--- src/rtl/ssfm_cfg.svh ---
// Purpose: Constants for the safe stop feedback monitor.
// Assumes: 40 MHz system clock.
// Notes: Times are kept in their printed unit; cycle counts derive from them.
`ifndef SSFM_CFG_SVH
`define SSFM_CFG_SVH
`define SSFM_CLK_HZ 40000000
// OFF filter window in microseconds; an OFF must outlast it.
`define SSFM_FILTER_US 500
`define SSFM_FILTER_CYC ((`SSFM_CLK_HZ / 1000000) * `SSFM_FILTER_US + 1)
// Mismatch time in seconds.
`define SSFM_MISMATCH_S 10
`define SSFM_MISMATCH_CYC (`SSFM_CLK_HZ * `SSFM_MISMATCH_S)
// Longest allowed response time in milliseconds.
`define SSFM_MAX_DELAY_MS 20
`define SSFM_MAX_DELAY_CYC ((`SSFM_CLK_HZ / 1000) * `SSFM_MAX_DELAY_MS)
`define SSFM_RESET_SYNC 2'h3
`endif

--- src/rtl/ssfm_pkg.sv ---
// Purpose: Types for the safe stop feedback monitor.
// Assumes: Nothing beyond the config header.
// Notes: Holds only types.
package ssfm_pkg;
  typedef enum logic [1:0] {
    SSFM_RUN = 2'h0,
    SSFM_PART = 2'h1,
    SSFM_STOP = 2'h2
  } ssfm_mode_t;
endpackage

--- src/rtl/ssfm_chan.sv ---
// Purpose: One stop request channel: synchroniser and OFF filter.
// Assumes: Input high means ON (normal), low means OFF (stop request).
// Notes: Filtered level only moves to OFF after a sustained OFF.
`timescale 1ns/10ps
`default_nettype none
`include "ssfm_cfg.svh"
module ssfm_chan #(
  parameter int FILT_CYC = `SSFM_FILTER_CYC
) (
  input wire logic clk_in,
  input wire logic reset_n_in,
  input wire logic raw_in,
  output logic on_out
);
  import ssfm_pkg::*;

  typedef struct packed {
    logic sync1;
    logic sync2;
    logic on;
    logic [31:0] cnt;
  } ssfm_chan_st_t;

  ssfm_chan_st_t st, next_st;

  // ------------------------------------------------------------
  // Synchroniser and filter
  // ------------------------------------------------------------
  // The first stage feeds only the second; the filter reads the second.
  always_comb begin
    next_st = st;
    next_st.sync1 = raw_in;
    next_st.sync2 = st.sync1;
    if (st.sync2) begin
      next_st.cnt = 32'h0;
      next_st.on = 1'b1; // Return to ON is taken at once: it is the safe-to-run direction only after the unit acts.
    end else if (st.cnt >= FILT_CYC - 1) begin
      next_st.on = 1'b0;
    end else begin
      next_st.cnt = st.cnt + 32'h1;
    end
  end

  // Reset assumes inputs OFF so nothing runs before the inputs are seen.
  always_ff @(posedge clk_in) begin
    if (!reset_n_in) begin
      st <= '0;
    end else begin
      st <= next_st;
    end
  end

  assign on_out = st.on;

  a_filter_short: assert property (@(posedge clk_in) disable iff (!reset_n_in)
    $fell(st.on) |-> (!$past(st.sync2) && ($past(st.cnt) >= FILT_CYC - 1)))
    else $error("Channel went OFF without a sustained OFF level.");
endmodule
`default_nettype wire

--- src/rtl/ssfm_top.sv ---
// Purpose: Safe stop feedback monitor for two stop request channels.
// Assumes: Inputs synchronous to clk_in; high level means ON.
// Notes: Feedback, indication, motor enable, state monitor and alarm.
`timescale 1ns/10ps
`default_nettype none
`include "ssfm_cfg.svh"
module ssfm_top #(
  parameter int FILT_CYC = `SSFM_FILTER_CYC,
  parameter int MISMATCH_CYC = `SSFM_MISMATCH_CYC
) (
  input wire logic clk_in,
  input wire logic reset_n_in,
  input wire logic stop_request_in_a,
  input wire logic stop_request_in_b,
  input wire logic alarm_clear_in,
  output logic safety_feedback_out,
  output logic cutoff_display_out,
  output logic motor_enable_out,
  output logic [1:0] safety_input_state_monitor_out,
  output logic input_timing_mismatch_alarm_out,
  output ssfm_pkg::ssfm_mode_t mode_out
);
  import ssfm_pkg::*;

  logic on_a;
  logic on_b;

  // ------------------------------------------------------------
  // Channel front ends
  // ------------------------------------------------------------
  // One instance per channel keeps both paths identical.
  ssfm_chan #(.FILT_CYC(FILT_CYC)) u_chan_a (
    .clk_in(clk_in),
    .reset_n_in(reset_n_in),
    .raw_in(stop_request_in_a),
    .on_out(on_a)
  );

  ssfm_chan #(.FILT_CYC(FILT_CYC)) u_chan_b (
    .clk_in(clk_in),
    .reset_n_in(reset_n_in),
    .raw_in(stop_request_in_b),
    .on_out(on_b)
  );

  typedef struct packed {
    logic feedback;
    logic display;
    logic motor_en;
    logic [1:0] monitor;
    logic alarm;
    logic [31:0] mis_cnt;
    ssfm_mode_t mode;
  } ssfm_top_st_t;

  ssfm_top_st_t st, next_st;

  // ------------------------------------------------------------
  // State evaluation
  // ------------------------------------------------------------
  // Outputs are registered one cycle after the filtered levels, far inside 20 ms.
  always_comb begin
    next_st = st;
    next_st.feedback = !on_a && !on_b;
    next_st.display = !on_a && !on_b;
    // Motor runs only with both channels ON; any OFF drops it, the safer reading.
    next_st.motor_en = on_a && on_b;
    next_st.monitor = {on_b, on_a};
    case ({on_a, on_b})
      2'h3: next_st.mode = SSFM_RUN;
      2'h0: next_st.mode = SSFM_STOP;
      default: next_st.mode = SSFM_PART;
    endcase
    if (on_a != on_b) begin
      if (st.mis_cnt >= MISMATCH_CYC - 1) begin
        next_st.alarm = 1'b1;
      end else begin
        next_st.mis_cnt = st.mis_cnt + 32'h1;
      end
    end else begin
      next_st.mis_cnt = 32'h0;
    end
    // The alarm is sticky; a clear is refused while the mismatch persists, so a set wins.
    if (alarm_clear_in && !(on_a != on_b && st.mis_cnt >= MISMATCH_CYC - 1)) begin
      next_st.alarm = 1'b0;
    end
  end

  // Reset shows the stopped condition on display, motor and mode, with feedback held low, so nothing moves before inputs settle.
  always_ff @(posedge clk_in) begin
    if (!reset_n_in) begin
      st <= '{feedback: 1'b0, display: 1'b1, motor_en: 1'b0, monitor: 2'h0,
              alarm: 1'b0, mis_cnt: 32'h0, mode: SSFM_STOP};
    end else begin
      st <= next_st;
    end
  end

  assign safety_feedback_out = st.feedback;
  assign cutoff_display_out = st.display;
  assign motor_enable_out = st.motor_en;
  assign safety_input_state_monitor_out = st.monitor;
  assign input_timing_mismatch_alarm_out = st.alarm;
  assign mode_out = st.mode;

  // ------------------------------------------------------------
  // Assertions
  // ------------------------------------------------------------
  a_feedback_both_off: assert property (@(posedge clk_in) disable iff (!reset_n_in)
    $past(reset_n_in) |-> (safety_feedback_out == $past(!on_a && !on_b)))
    else $error("Feedback does not match both-OFF state.");
  a_feedback_normal: assert property (@(posedge clk_in) disable iff (!reset_n_in)
    (on_a && on_b) |=> !safety_feedback_out)
    else $error("Feedback on during normal operation.");
  a_feedback_delay: assert property (@(posedge clk_in) disable iff (!reset_n_in)
    (!on_a && !on_b) [*2] |-> safety_feedback_out)
    else $error("Feedback late after both OFF.");
  a_display_stop: assert property (@(posedge clk_in) disable iff (!reset_n_in)
    (!on_a && !on_b) |=> cutoff_display_out && !motor_enable_out)
    else $error("Stop indication or motor state wrong.");
  a_motor_cut: assert property (@(posedge clk_in) disable iff (!reset_n_in)
    $fell(on_a && on_b) |=> !motor_enable_out)
    else $error("Motor not cut after an OFF.");
  a_monitor_state: assert property (@(posedge clk_in) disable iff (!reset_n_in)
    $past(reset_n_in) |-> safety_input_state_monitor_out == $past({on_b, on_a}))
    else $error("State monitor does not follow inputs.");
  a_alarm_match: assert property (@(posedge clk_in) disable iff (!reset_n_in)
    $rose(input_timing_mismatch_alarm_out) |-> $past(on_a != on_b, 2))
    else $error("Alarm rose without mismatch.");
  a_sync_path: assert property (@(posedge clk_in) disable iff (!reset_n_in)
    $rose(on_a) |-> $past(stop_request_in_a, 3))
    else $error("Channel A rose without synchronised input.");


  // ------------------------------------------------------------
  // Motor and indication cross-checks
  // ------------------------------------------------------------
  // The feedback and the motor enable must never claim opposite things at once:
  // a stop proven to the safety unit while current still flows would defeat
  // the whole point of the feedback path.
  a_fb_motor_excl: assert property (@(posedge clk_in) disable iff (!reset_n_in)
    !(safety_feedback_out && motor_enable_out))
    else $error("Feedback and motor enable high together.");

  // With both channels ON the motor is released one cycle later.
  a_motor_run: assert property (@(posedge clk_in) disable iff (!reset_n_in)
    (on_a && on_b) |=> motor_enable_out)
    else $error("Motor not released with both channels ON.");

  // Any channel still ON means the stop indication must go away.
  a_display_clear: assert property (@(posedge clk_in) disable iff (!reset_n_in)
    (on_a || on_b) |=> !cutoff_display_out)
    else $error("Stop indication shown while a channel is ON.");

  // A single OFF channel is already enough to cut the motor.
  a_single_off_cut: assert property (@(posedge clk_in) disable iff (!reset_n_in)
    (on_a != on_b) |=> !motor_enable_out)
    else $error("Motor enabled with one channel OFF.");

  // ------------------------------------------------------------
  // Feedback timing
  // ------------------------------------------------------------
  // The filtered pair reaches the pin one register later, so a change must
  // show within a single cycle; this is far inside the 20 ms window and
  // leaves the whole allowance to the filter in front.
  a_feedback_lag: assert property (@(posedge clk_in) disable iff (!reset_n_in)
    $changed(!on_a && !on_b) |=> safety_feedback_out == $past(!on_a && !on_b))
    else $error("Feedback lags the filtered channels.");

  // Feedback only rises when both channels were seen OFF the cycle before.
  a_feedback_rise: assert property (@(posedge clk_in) disable iff (!reset_n_in)
    $rose(safety_feedback_out) |-> $past(!on_a && !on_b))
    else $error("Feedback rose without both channels OFF.");

  // ------------------------------------------------------------
  // Mismatch alarm behaviour
  // ------------------------------------------------------------
  // The alarm is sticky: it only falls after a clear request. A user must
  // know that removing the fault alone does not silence it.
  a_alarm_sticky: assert property (@(posedge clk_in) disable iff (!reset_n_in)
    $fell(input_timing_mismatch_alarm_out) |-> $past(alarm_clear_in))
    else $error("Alarm fell without a clear request.");

  // A clear arriving while the mismatch still stands must be refused.
  a_alarm_clear_refused: assert property (@(posedge clk_in) disable iff (!reset_n_in)
    (input_timing_mismatch_alarm_out && (on_a != on_b) && st.mis_cnt >= MISMATCH_CYC - 1)
    |=> input_timing_mismatch_alarm_out)
    else $error("Alarm cleared while the mismatch persisted.");

  // Matching channels never raise the alarm.
  a_alarm_no_false: assert property (@(posedge clk_in) disable iff (!reset_n_in)
    (!input_timing_mismatch_alarm_out && (on_a == on_b)) |=> !input_timing_mismatch_alarm_out)
    else $error("Alarm raised with matching channels.");

  // ------------------------------------------------------------
  // Channel B synchroniser check
  // ------------------------------------------------------------
  // Channel B mirrors channel A; both must honour the two-flop path.
  a_sync_path_b: assert property (@(posedge clk_in) disable iff (!reset_n_in)
    $rose(on_b) |-> $past(stop_request_in_b, 3))
    else $error("Channel B rose without synchronised input.");

  // ------------------------------------------------------------
  // Cover points
  // ------------------------------------------------------------
  // These show that stop, restart, alarm and one-sided stop were all reached.
  c_stop: cover property (@(posedge clk_in) disable iff (!reset_n_in) $rose(safety_feedback_out));
  c_restart: cover property (@(posedge clk_in) disable iff (!reset_n_in) $rose(motor_enable_out));
  c_alarm: cover property (@(posedge clk_in) disable iff (!reset_n_in) $rose(input_timing_mismatch_alarm_out));
  c_partial: cover property (@(posedge clk_in) disable iff (!reset_n_in) mode_out == SSFM_PART);
endmodule
`default_nettype wire

--- config.mk ---
export PLATFORM = sky130hd
export DESIGN_NAME = ssfm_top
export DESIGN_NICKNAME = d
export VERILOG_FILES = /design/src/rtl/ssfm_pkg.sv /design/src/rtl/ssfm_chan.sv /design/src/rtl/ssfm_top.sv
export VERILOG_INCLUDE_DIRS = /design/src /design/src/rtl
export SDC_FILE = /design/constraint.sdc
export NUM_CORES = 1
export LEC_CHECK = 0
export BUFFER_PORTS_ARGS = -buffer_cell sky130_fd_sc_hd__clkbuf_2
export CELL_PAD_IN_SITES_DETAIL_PLACEMENT = 2
export CELL_PAD_IN_SITES_GLOBAL_PLACEMENT = 2
export CORE_MARGIN = 2
export CORE_UTILIZATION = 39
export DETAILED_ROUTE_END_ITERATION = 10
export PLACE_DENSITY = 0.75
export SYNTH_ARGS = -nofsm -noshare
export SYNTH_HDL_FRONTEND = slang
export SYNTH_SLANG_ARGS = --single-unit
--- constraint.sdc ---
create_clock -name clk_in -period 2.7 [get_ports clk_in]
set_clock_uncertainty 0.2 [all_clocks]
set_input_delay 0.54 -clock clk_in [delete_from_list [all_inputs] [get_ports clk_in]]
set_output_delay 0.54 -clock clk_in [all_outputs]
set_load 0.02 [all_outputs]
==> results_dict.tcl, run 1 <==
set metrics [dict create \
    cts_tree "built" \
    hpwl_um 7982 \
    critPathMaxFanout 12 \
    setup_ws_ns 0.1977 \
    cp.required_ns 2.78 \
    path_clk_slew_ns 0.08 \
    final_cell_mix "dfxtp_1, a21oi_1, and2_1, nand2_1" \
    clkSinkCount 109 \
    slew_violations 0 \
    dp.cells 649 \
    insertion_delay_ns 0.37 \
    nFillCells 1235 \
    fin_hold_ws_ns 0.1769 \
    vdd_drop_max_v 0.0004160 \
    rows 39 \
    setup_viol 0 \
    seq_area_mm2 0.002182 \
    synth_seq_cells 109 \
    cpMaxStageDelayCell "a2111o_2" \
    final_nets 529 \
    outcome "complete, but fails checks" \
    multi_input_area_mm2 0.002263 \
    grt_pass1_wl_um 20630 \
    cts_buffers 9 \
    p_comb_frac 0.031 \
    avgSynthCellArea_um2 9.052 \
    power.internal_mw 2.312 \
    rsz0062_at_grt "false" \
    vias 3825 \
    finalCritPeriodShare 0.9268 \
    drc 1 \
    power.leakage_nw 1.752 \
    power_switching_mw 0.7661 \
    gp_congestion 0.7257 \
    grt_max_degree 56 \
    cp-end-kind "flop" \
    drt_iter0_drc 181 \
    fin_tns_setup_ns 0 \
    finalPower_mw 3.078 \
    crit_path_cell_trace "nor4_1 -> nand4_1 -> a2111o_2 -> or3_1 -> a21oi_1" \
    synth_seq_area_share 0.4717 \
    portBuffers 12 \
    final_core_util 0.4438 \
    async_reset_ff_frac 0 \
    synth_fp_nets 523 \
    synth.top_cell.area_share 0.4717 \
    antenna_found_initial 0 \
    critPathLaunchType "flop" \
    htree_levels 3 \
    syn_inst 511 \
    syn_to_final_growth_pct 10.49 \
    clkPwrFrac 0.437 \
    max_slew_margin 0.5499 \
    max_freq_ghz 0.3996 \
    antenna_left 0 \
    yosysTopAreaCell "dfxtp_1" \
    core-area_mm2 0.01152 \
    report.final.hold_viol_count 0 \
    grt_pass1_vias 4159 \
    post_dp_cell_area_mm2 0.004811 \
    drive_gt1_frac 0.09579 \
    ctsLongestPathBuffers 2 \
    hp-class "input port to flop" \
    final_common_cell "dfxtp_1" \
    path_class "flop to flop" \
    drt_wl_total_um 11770 \
    slowest_delay_ns 0.61 \
    cap_violations 0 \
    yosysUniqueCellTypes 50 \
    firstDrtPassIters 7 \
    grt_usage 0.1999 \
    dieArea_mm2 0.01275 \
    p_sw_frac 0.2489 \
    yosysWarnings 0 \
    synth.area.top_cells "dfxtp_1, and2_1, a21oi_1" \
    cts_root_buf "clkbuf_16" \
    power_density_mw_per_mm2 602.2 \
    worst-r2r-setup-slack_ns 0.20 \
    violations "DRC" \
    crit_arrival_ns 2.58 \
    netlist_area_mm2 0.004626 \
    ctsHoldBuffers 0 \
    finalNonFillerCells 665 \
    via_per_inst 5.752 \
    chipWidth_um 112.9 \
    n_antenna_cell 0 \
    post-route-cell-area_mm2 0.005111 \
    start_util 0.4017 \
    die_h_um 112.9 \
    ios 13 \
    layout_min_cycle_time_ns 2.502 \
    seqPwrFrac 0.532 \
    synth_edf_count 0 \
    dp_slack_ns 0.2554 \
    ys.flop_type "dfxtp_1" \
    overflow 0 \
    post_drt_wl_per_cell_um 17.70 \
    tightest_slew_ns 0.6751 \
]
==> synth_stat cells, types with 5 or more instances <==
master / n
o21ai_0: 24
nand4_1: 16
and3_1: 10
or3_1: 24
o31ai_1: 22
nor3_1: 8
or4_1: 20
inv_1: 16
a21oi_1: 53
and4_1: 6
dfxtp_1: 109
and2_1: 43
nand3_1: 23
clkbuf_1: 17
nand2_1: 33
ha_1: 7
nor2_1: 13
buf_4: 5
nor4_1: 8
==> final timing paths <==
kind / startpoint / end / cells after the start
setup / recovery: u_chan_a.st[24] / u_chan_a.st[11] / 5
hold / removal: stop_request_in_b / u_chan_b.next_st[33] / 2
setup reg to reg: u_chan_a.st[24] / u_chan_a.st[11] / 5
hold reg to reg: u_chan_b.next_st[33] / u_chan_b.st[33] / 1
==> critical path: cells and delay by family, from the launching register on <==
family	cells	cell delay, ns
and+or+nand+nor	3	1.12
AOI/OAI and AO/OA	2	0.78
DFF	1	0.32
==> final cells by class <==
type | count | share of cell area
clock inverter | 7 | 0.01444
clock buffer | 9 | 0.04406
multi-input combinational | 360 | 0.4428
sequential | 109 | 0.4269
timing repair buffer | 21 | 0.02497
tap | 143 | 0.03501
inverter | 16 | 0.01175
==> flip-flops by register name, indices dropped and copies added, names as in the netlist <==
name / count
u_chan_a.st: 33
u_chan_a.next_st: 1
mode_out: 1
u_chan_b.st: 33
u_chan_b.on_out: 1
u_chan_b.next_st: 1
safety_feedback_out: 1
cutoff_display_out: 1
st: 32
safety_input_state_monitor_out: 2
input_timing_mismatch_alarm_out: 1
u_chan_a.on_out: 1
motor_enable_out: 1
==> power groups by stage <==
stage / Sequential (mW) / Clock (mW) / Combinational [mW]
2_1_floorplan: 1.67 / 0 / 0.0643
5_1_grt: 1.64 / 1.45 / 0.110
3_5_place_dp: 1.68 / 0 / 0.0976
3_3_place_gp: 1.67 / 0 / 0.0911
6_report: 1.64 / 1.34 / 0.0955
4_1_cts: 1.64 / 1.39 / 0.0985
==> routing by layer <==
metal | share of wire | global-route usage
met5 | 0 | 0
met4 | 0.011 | 0.05041
met3 | 0.023 | 0.05142
met2 | 0.51 | 0.3570
met1 | 0.46 | 0.2403
==> timing repair <==
action | in CTS | in global routing
setup buffers | 0 | 0
gates resized for setup | 0 | 1
endpoints found under the setup margin | 0 | 1
==> logic make-up after synthesis <==
kind of cell / share of synthesized area
and+or+nand+nor: 0.2929
AOI/OAI and AO/OA: 0.1712
DFF: 0.4717
buffers and inverters: 0.03922
adders and majority gates: 0.01893
xor gates and xnor gates: 0.003788
muxes: 0.002164
Note: power is estimated with default switching activity, not from simulation.
==> inputs of run 2 (changes only) <==
Settings changed: ABC_CLOCK_PERIOD_IN_PS set to 2700, CTS_CLUSTER_DIAMETER set to 100, SYNTH_HIERARCHICAL set to 1.
==> run 2 against run 1 <==
Effect of this change:
- the flow now finishes without violations
- count of clock-buffer cells in the layout is 2 higher
- fmax shrank 3.9%
- area after synthesis is 4.8% lower
- die area down 4.6%
- register-to-register slack worse by 0.10 ns
- sequential power about the same
- combinational power up 8%
==> results_dict.tcl, run 2 <==
set metrics [dict create \
    cts_buffers 9 \
    cts_tree "built" \
    synth_seq_cells 109 \
    final_cell_mix "dfxtp_1, nor2_1, and2_1, nand2_1, xnor2_1" \
    outcome "complete, no violations" \
    rsz0062_at_grt "false" \
    layout_min_cycle_time_ns 2.605 \
    nFillCells 1186 \
    largest_registers "u_chan_a/st x33, u_chan_b/st x33, st x32" \
    start_util 0.4027 \
    syn_to_final_growth_pct 13.21 \
    cp-end-kind "flop" \
    drt_iter0_drc 82 \
    netlist_area_mm2 0.004404 \
    clkSinkCount 109 \
    drive_gt1_frac 0.1174 \
    use_met2 0.3497 \
    synth_seq_area_share 0.4955 \
    portBuffers 12 \
    via_per_inst 5.238 \
    chipWidth_um 110.3 \
    grt-busiest-layer "met2" \
    max_slew_margin 0.6057 \
    cap_violations 0 \
    grt_pass1_wl_um 17670 \
    cts_root_buf "clkbuf_16" \
    fin_hold_ws_ns 0.2042 \
    synth.top_cell.area_share 0.4955 \
    htree_levels 3 \
    post_drt_wl_per_cell_um 16.57 \
    ys.flop_type "dfxtp_1" \
    power_density_mw_per_mm2 655.5 \
    yosysMostFrequentCell "dfxtp_1" \
    power.leakage_nw 1.798 \
    final_nets 502 \
    ios 13 \
    use_met1 0.2127 \
    synth_common_cells "dfxtp_1, nor2_1, and2_1" \
    grt_max_degree 20 \
    syn_inst 473 \
    critPathMaxFanout 9 \
    async_reset_ff_frac 0 \
    vdd_drop_max_v 0.0005539 \
    critPathLaunchType "flop" \
    report.final.hold_viol_count 0 \
    yosysWarnings 6 \
    final_core_util 0.4560 \
    fin_tns_setup_ns 0 \
    grt_usage 0.1883 \
    die_h_um 110.3 \
    slew_violations 0 \
    drc 0 \
    use_met3 0.05291 \
    tightest_slew_ns 0.5869 \
    multi_input_area_mm2 0.002071 \
    grt_pass1_vias 3644 \
    synth_edf_count 0 \
    crit_arrival_ns 2.67 \
    path_class "flop to flop" \
    hpwl_um 7267 \
    rows 38 \
    synth.area.top_cells "dfxtp_1, and2_1, xnor2_1" \
    final_common_cell "dfxtp_1" \
    avgSynthCellArea_um2 9.311 \
    max_freq_ghz 0.3839 \
    yosysUniqueCellTypes 46 \
    hp-class "input port to flop" \
    cp.required_ns 2.77 \
    drt_wl_total_um 10500 \
    ctsLongestPathBuffers 2 \
    n_antenna_cell 0 \
    dieArea_mm2 0.01216 \
    gp_congestion 0.7691 \
    core-area_mm2 0.01094 \
    yosysTopAreaCell "dfxtp_1" \
    path_clk_slew_ns 0.07 \
    overflow 0 \
    insertion_delay_ns 0.35 \
    antenna_left 0 \
    finalPower_mw 3.268 \
    synth_fp_nets 485 \
    setup_viol 0 \
    vias 3321 \
    finalCritPeriodShare 0.9648 \
    antenna_found_initial 0 \
    firstDrtPassIters 4 \
    seq_area_mm2 0.002182 \
]
## run 2: cell count changes after synthesis, sizes merged, moves of 12 or more
cell,previous run,this run
a21oi,53,17
nor2,13,44
o31ai,22,4
or3,24,12
or4,20,4
xnor2,2,27
## run 2: power breakdown
part	switching (mW)	internal, mW	total, mW	leakage (nW)
Sequential	0.0135	1.62	1.64	0.881
Clock	0.577	0.951	1.53	0.172
Combinational	0.0675	0.0360	0.103	0.745
## run 2: area by class of cell
cell class | instances | share of cell area
clock buffers | 11 | 0.05069
clock inverters | 4 | 0.01907
inverters | 12 | 0.009034
multi-input cells | 332 | 0.4153
flip-flops and latches | 109 | 0.4376
well taps | 140 | 0.03513
repair buffers | 26 | 0.03312
## run 2: kinds of logic (layout without fill, tap and decap cells)
| logic type | count (synthesis) | in the layout | synth area share |
|---|---|---|---|
| fa+ha+maj | 7 | 7 | 0.01989 |
| compound gates | 48 | 48 | 0.06761 |
| buf+inv | 32 | 53 | 0.03551 |
| simple gates | 239 | 239 | 0.3048 |
| flops | 109 | 109 | 0.4955 |
| xor+xnor | 34 | 34 | 0.06761 |
| mux | 4 | 4 | 0.009091 |
## run 2: metrics by stage
step	cells	instance area, um^2	setup slack, ns
final	634	4986	0.09514
after global routing	634	4986	0.02432
after CTS	631	4962	0.01299
after floorplan	473	4404	0.2839
after detailed placement	616	4611	0.1090
after global placement	616	4611	0.1663
## run 2: repair_timing
action,CTS,global route
buffers inserted,0,3
pin swaps,0,2
hold buffers,0,0
gates cloned,0,0
setup endpoints to repair,1,7
resized for setup,1,1
## run 2: routing by layer
metal  vias up  share of wire
li1       1664              -
met1      1628           0.45
met2        20           0.52
met3         9          0.021
met4         0         0.0099
met5         -              0
## run 2: worst paths after layout
| check | startpoint | end | slack, ns | cells after the start |
|---|---|---|---|---|
| setup / recovery | u_chan_b/st[6] | u_chan_b/st[8] | 0.1 | 6 |
| hold / removal | stop_request_in_a | u_chan_a/next_st[33] | 0.20 | 2 |
| setup reg to reg | u_chan_b/st[6] | u_chan_b/st[8] | 0.1 | 6 |
| hold reg to reg | u_chan_b/next_st[33] | u_chan_b/st[33] | 0.25 | 1 |
## run 2: worst max-delay path, stage by stage, from the launching register on
cell and delay, ns:
dfxtp_1 0.36, or4_1 0.52, o2111a_2 0.20, or4b_4 0.56
buf_4 0.17, or3_1 0.35, a21oi_1 0.16
==> inputs of run 3 (changes only) <==
Settings changed: ABC_AREA set to 1, CORE_UTILIZATION 39 to 35, PLACE_DENSITY 0.75 to 0.76.
==> run 3 against run 2 <==
Effect of this change:
- sequential share of layout area fell by 8.2 points
- global-route usage rose by 1.1 points
- setup slack improved by 0.45 ns
- clock power fell by 5%
- area after synthesis rose by 28%
- utilization fell by 6.7 points
- combinational power fell by 6%
- non-clock buffer count fell by 10
- synthesized cell count rose by 78%
- critical path type unchanged
- sequential cell count did not move
==> results_dict.tcl, run 3 <==
set metrics [dict create \
    cts_buffers 9 \
    post_dp_cell_area_mm2 0.005811 \
    grt_pass1_wl_um 26900 \
    yosysWarnings 6 \
    power.leakage_nw 2.270 \
    clkPwrFrac 0.456 \
    drt_iter0_drc 165 \
    drc 0 \
    crit_arrival_ns 2.24 \
    worst-r2r-setup-slack_ns 0.55 \
    synth_fp_nets 853 \
    grt_max_degree 32 \
    htree_levels 3 \
    layout_min_cycle_time_ns 2.152 \
    power.internal_mw 2.472 \
    dp_slack_ns 0.5207 \
    slew_violations 0 \
    cts_root_buf "clkbuf_16" \
    chipWidth_um 130.7 \
    setup_ws_ns 0.5479 \
    grt_usage 0.1995 \
    cts_tree "built" \
    tightest_slew_ns 0.7884 \
    final_common_cell "nand2_1" \
    antenna_found_initial 0 \
    vdd_drop_max_v 0.0002884 \
    synth.area.top_cells "dfxtp_1, nand2_1, nor2_1" \
    max_freq_ghz 0.4647 \
    drive_gt1_frac 0.08619 \
    hpwl_um 11530 \
    cts_setup_buffers 0 \
    synth_common_cells "nand2_1, nor2_1, inv_1" \
    drt_wl_total_um 16060 \
    netlist_area_mm2 0.005615 \
    crit_path_end "st[24]" \
    ios 13 \
    cp.required_ns 2.79 \
    finalNonFillerCells 1063 \
    dp.cells 1047 \
    gp_congestion 0.8164 \
    p_sw_frac 0.2253 \
    crit_start "st[2]" \
    largest_registers "u_chan_a/st x33, u_chan_b/st x33, st x32" \
    outcome "complete, no violations" \
    ctsLongestPathBuffers 2 \
    die_h_um 130.7 \
    synth_seq_area_share 0.3886 \
    critPathMaxFanout 24 \
    grt_pass1_vias 5440 \
    vias 5120 \
    cap_violations 0 \
    rsz0062_at_grt "false" \
    fin_hold_ws_ns 0.1916 \
    critPathLaunchType "flop" \
    overflow 0 \
    avgSynthCellArea_um2 6.677 \
    syn_inst 841 \
    async_reset_ff_frac 0 \
    p_comb_frac 0.030 \
    setup_viol 0 \
    clkSinkCount 109 \
    yosysUniqueCellTypes 29 \
    antenna_left 0 \
    start_util 0.3561 \
    power_switching_mw 0.7190 \
    power_density_mw_per_mm2 520.2 \
    finalCritPeriodShare 0.7971 \
    synth_seq_cells 109 \
    report.final.hold_viol_count 0 \
    dieArea_mm2 0.01707 \
    yosysMostFrequentCell "nand2_1" \
    reg2reg_from "st[2]" \
    rows 46 \
    core-area_mm2 0.01577 \
    synth_edf_count 0 \
    yosysTopAreaCell "dfxtp_1" \
    insertion_delay_ns 0.36 \
    hp-class "input port to flop" \
    syn_to_final_growth_pct 9.247 \
    portBuffers 12 \
    seqPwrFrac 0.513 \
    ctsHoldBuffers 0 \
    final_nets 854 \
    ys.flop_type "dfxtp_1" \
    final_core_util 0.3890 \
    post-route-cell-area_mm2 0.006135 \
    cts_resized 0 \
    max_slew_margin 0.4738 \
    reg2reg_to "st[24]" \
    final_cell_mix "nand2_1, nor2_1, inv_1, dfxtp_1, a21oi_1" \
    synth.top_cell.area_share 0.3886 \
    cp-end-kind "flop" \
    n_antenna_cell 0 \
    path_clk_slew_ns 0.07 \
    firstDrtPassIters 4 \
    fin_tns_setup_ns 0 \
    worstRegToRegCells 9 \
    post_drt_wl_per_cell_um 15.11 \
    via_per_inst 4.817 \
    finalPower_mw 3.191 \
    path_class "flop to flop" \
]
==> run 3: changes by cell type in the layout (fill, tap and decap cells not counted), moves of 23 or more <==
cell	before	now
a21oi_1	16	45
inv_1	12	111
nand2_1	29	238
nor2_1	43	139
and2_1	42	0
xnor2_1	27	4
==> run 3: worst min-delay path by stage <==
stage / from / endpoint / cells after the start
floorplan: u_chan_a/next_st[33] / u_chan_a/st[33] / 2
global placement: u_chan_b/next_st[33] / u_chan_b/st[33] / 2
detailed placement: u_chan_b/next_st[33] / u_chan_b/st[33] / 2
CTS: stop_request_in_b / u_chan_b/next_st[33] / 3
global route: stop_request_in_b / u_chan_b/next_st[33] / 3
finish: stop_request_in_b / u_chan_b/next_st[33] / 3
==> run 3: logic make-up after synthesis <==
group / Yosys count / share of synthesized area
buffers and inverters: 138 / 0.1043
adders and majority gates: 7 / 0.01560
AOI/OAI and AO/OA: 103 / 0.1012
and+or+nand+nor: 463 / 0.3576
xor gates and xnor gates: 21 / 0.03275
DFF: 109 / 0.3886
==> run 3: power by group through the flow <==
stage | Combinational, mW | Clock (mW) | Sequential (mW)
floorplan | 0.0659 | 0 | 1.67
global placement | 0.0926 | 0 | 1.68
detailed placement | 0.0987 | 0 | 1.68
CTS | 0.100 | 1.51 | 1.64
global route | 0.112 | 1.57 | 1.64
finish | 0.0972 | 1.46 | 1.64
==> run 3: cell type report <==
| class | count | area [um^2] |
|---|---|---|
| fill | 1941 | 9635 |
| multi-input combinational | 594 | 2848 |
| clock buffer | 9 | 225.2 |
| sequential | 109 | 2182 |
| inverter | 112 | 420.4 |
| timing repair buffer | 16 | 90.09 |
| clock inverter | 7 | 98.84 |
| tap | 216 | 270.3 |
==> run 3: critical path: stages, from the launching register on <==
cell	delay, ns
dfxtp_1	0.39
ha_1	0.22
nand3_2	0.16
nor2_4	0.20
nand2_2	0.07
nand2_2	0.09
nand2_4	0.18
nand2_4	0.30
nand2_1	0.12
a21oi_2	0.15
==> run 3: per-layer routing <==
metal / part of all wire / up-vias / track usage
met4: 0.016 / 0 / 0.05569
met5: 0 / - / 0
met3: 0.016 / 16 / 0.03461
li1: - / 2597 / -
met1: 0.46 / 2471 / 0.2401
met2: 0.51 / 36 / 0.3652
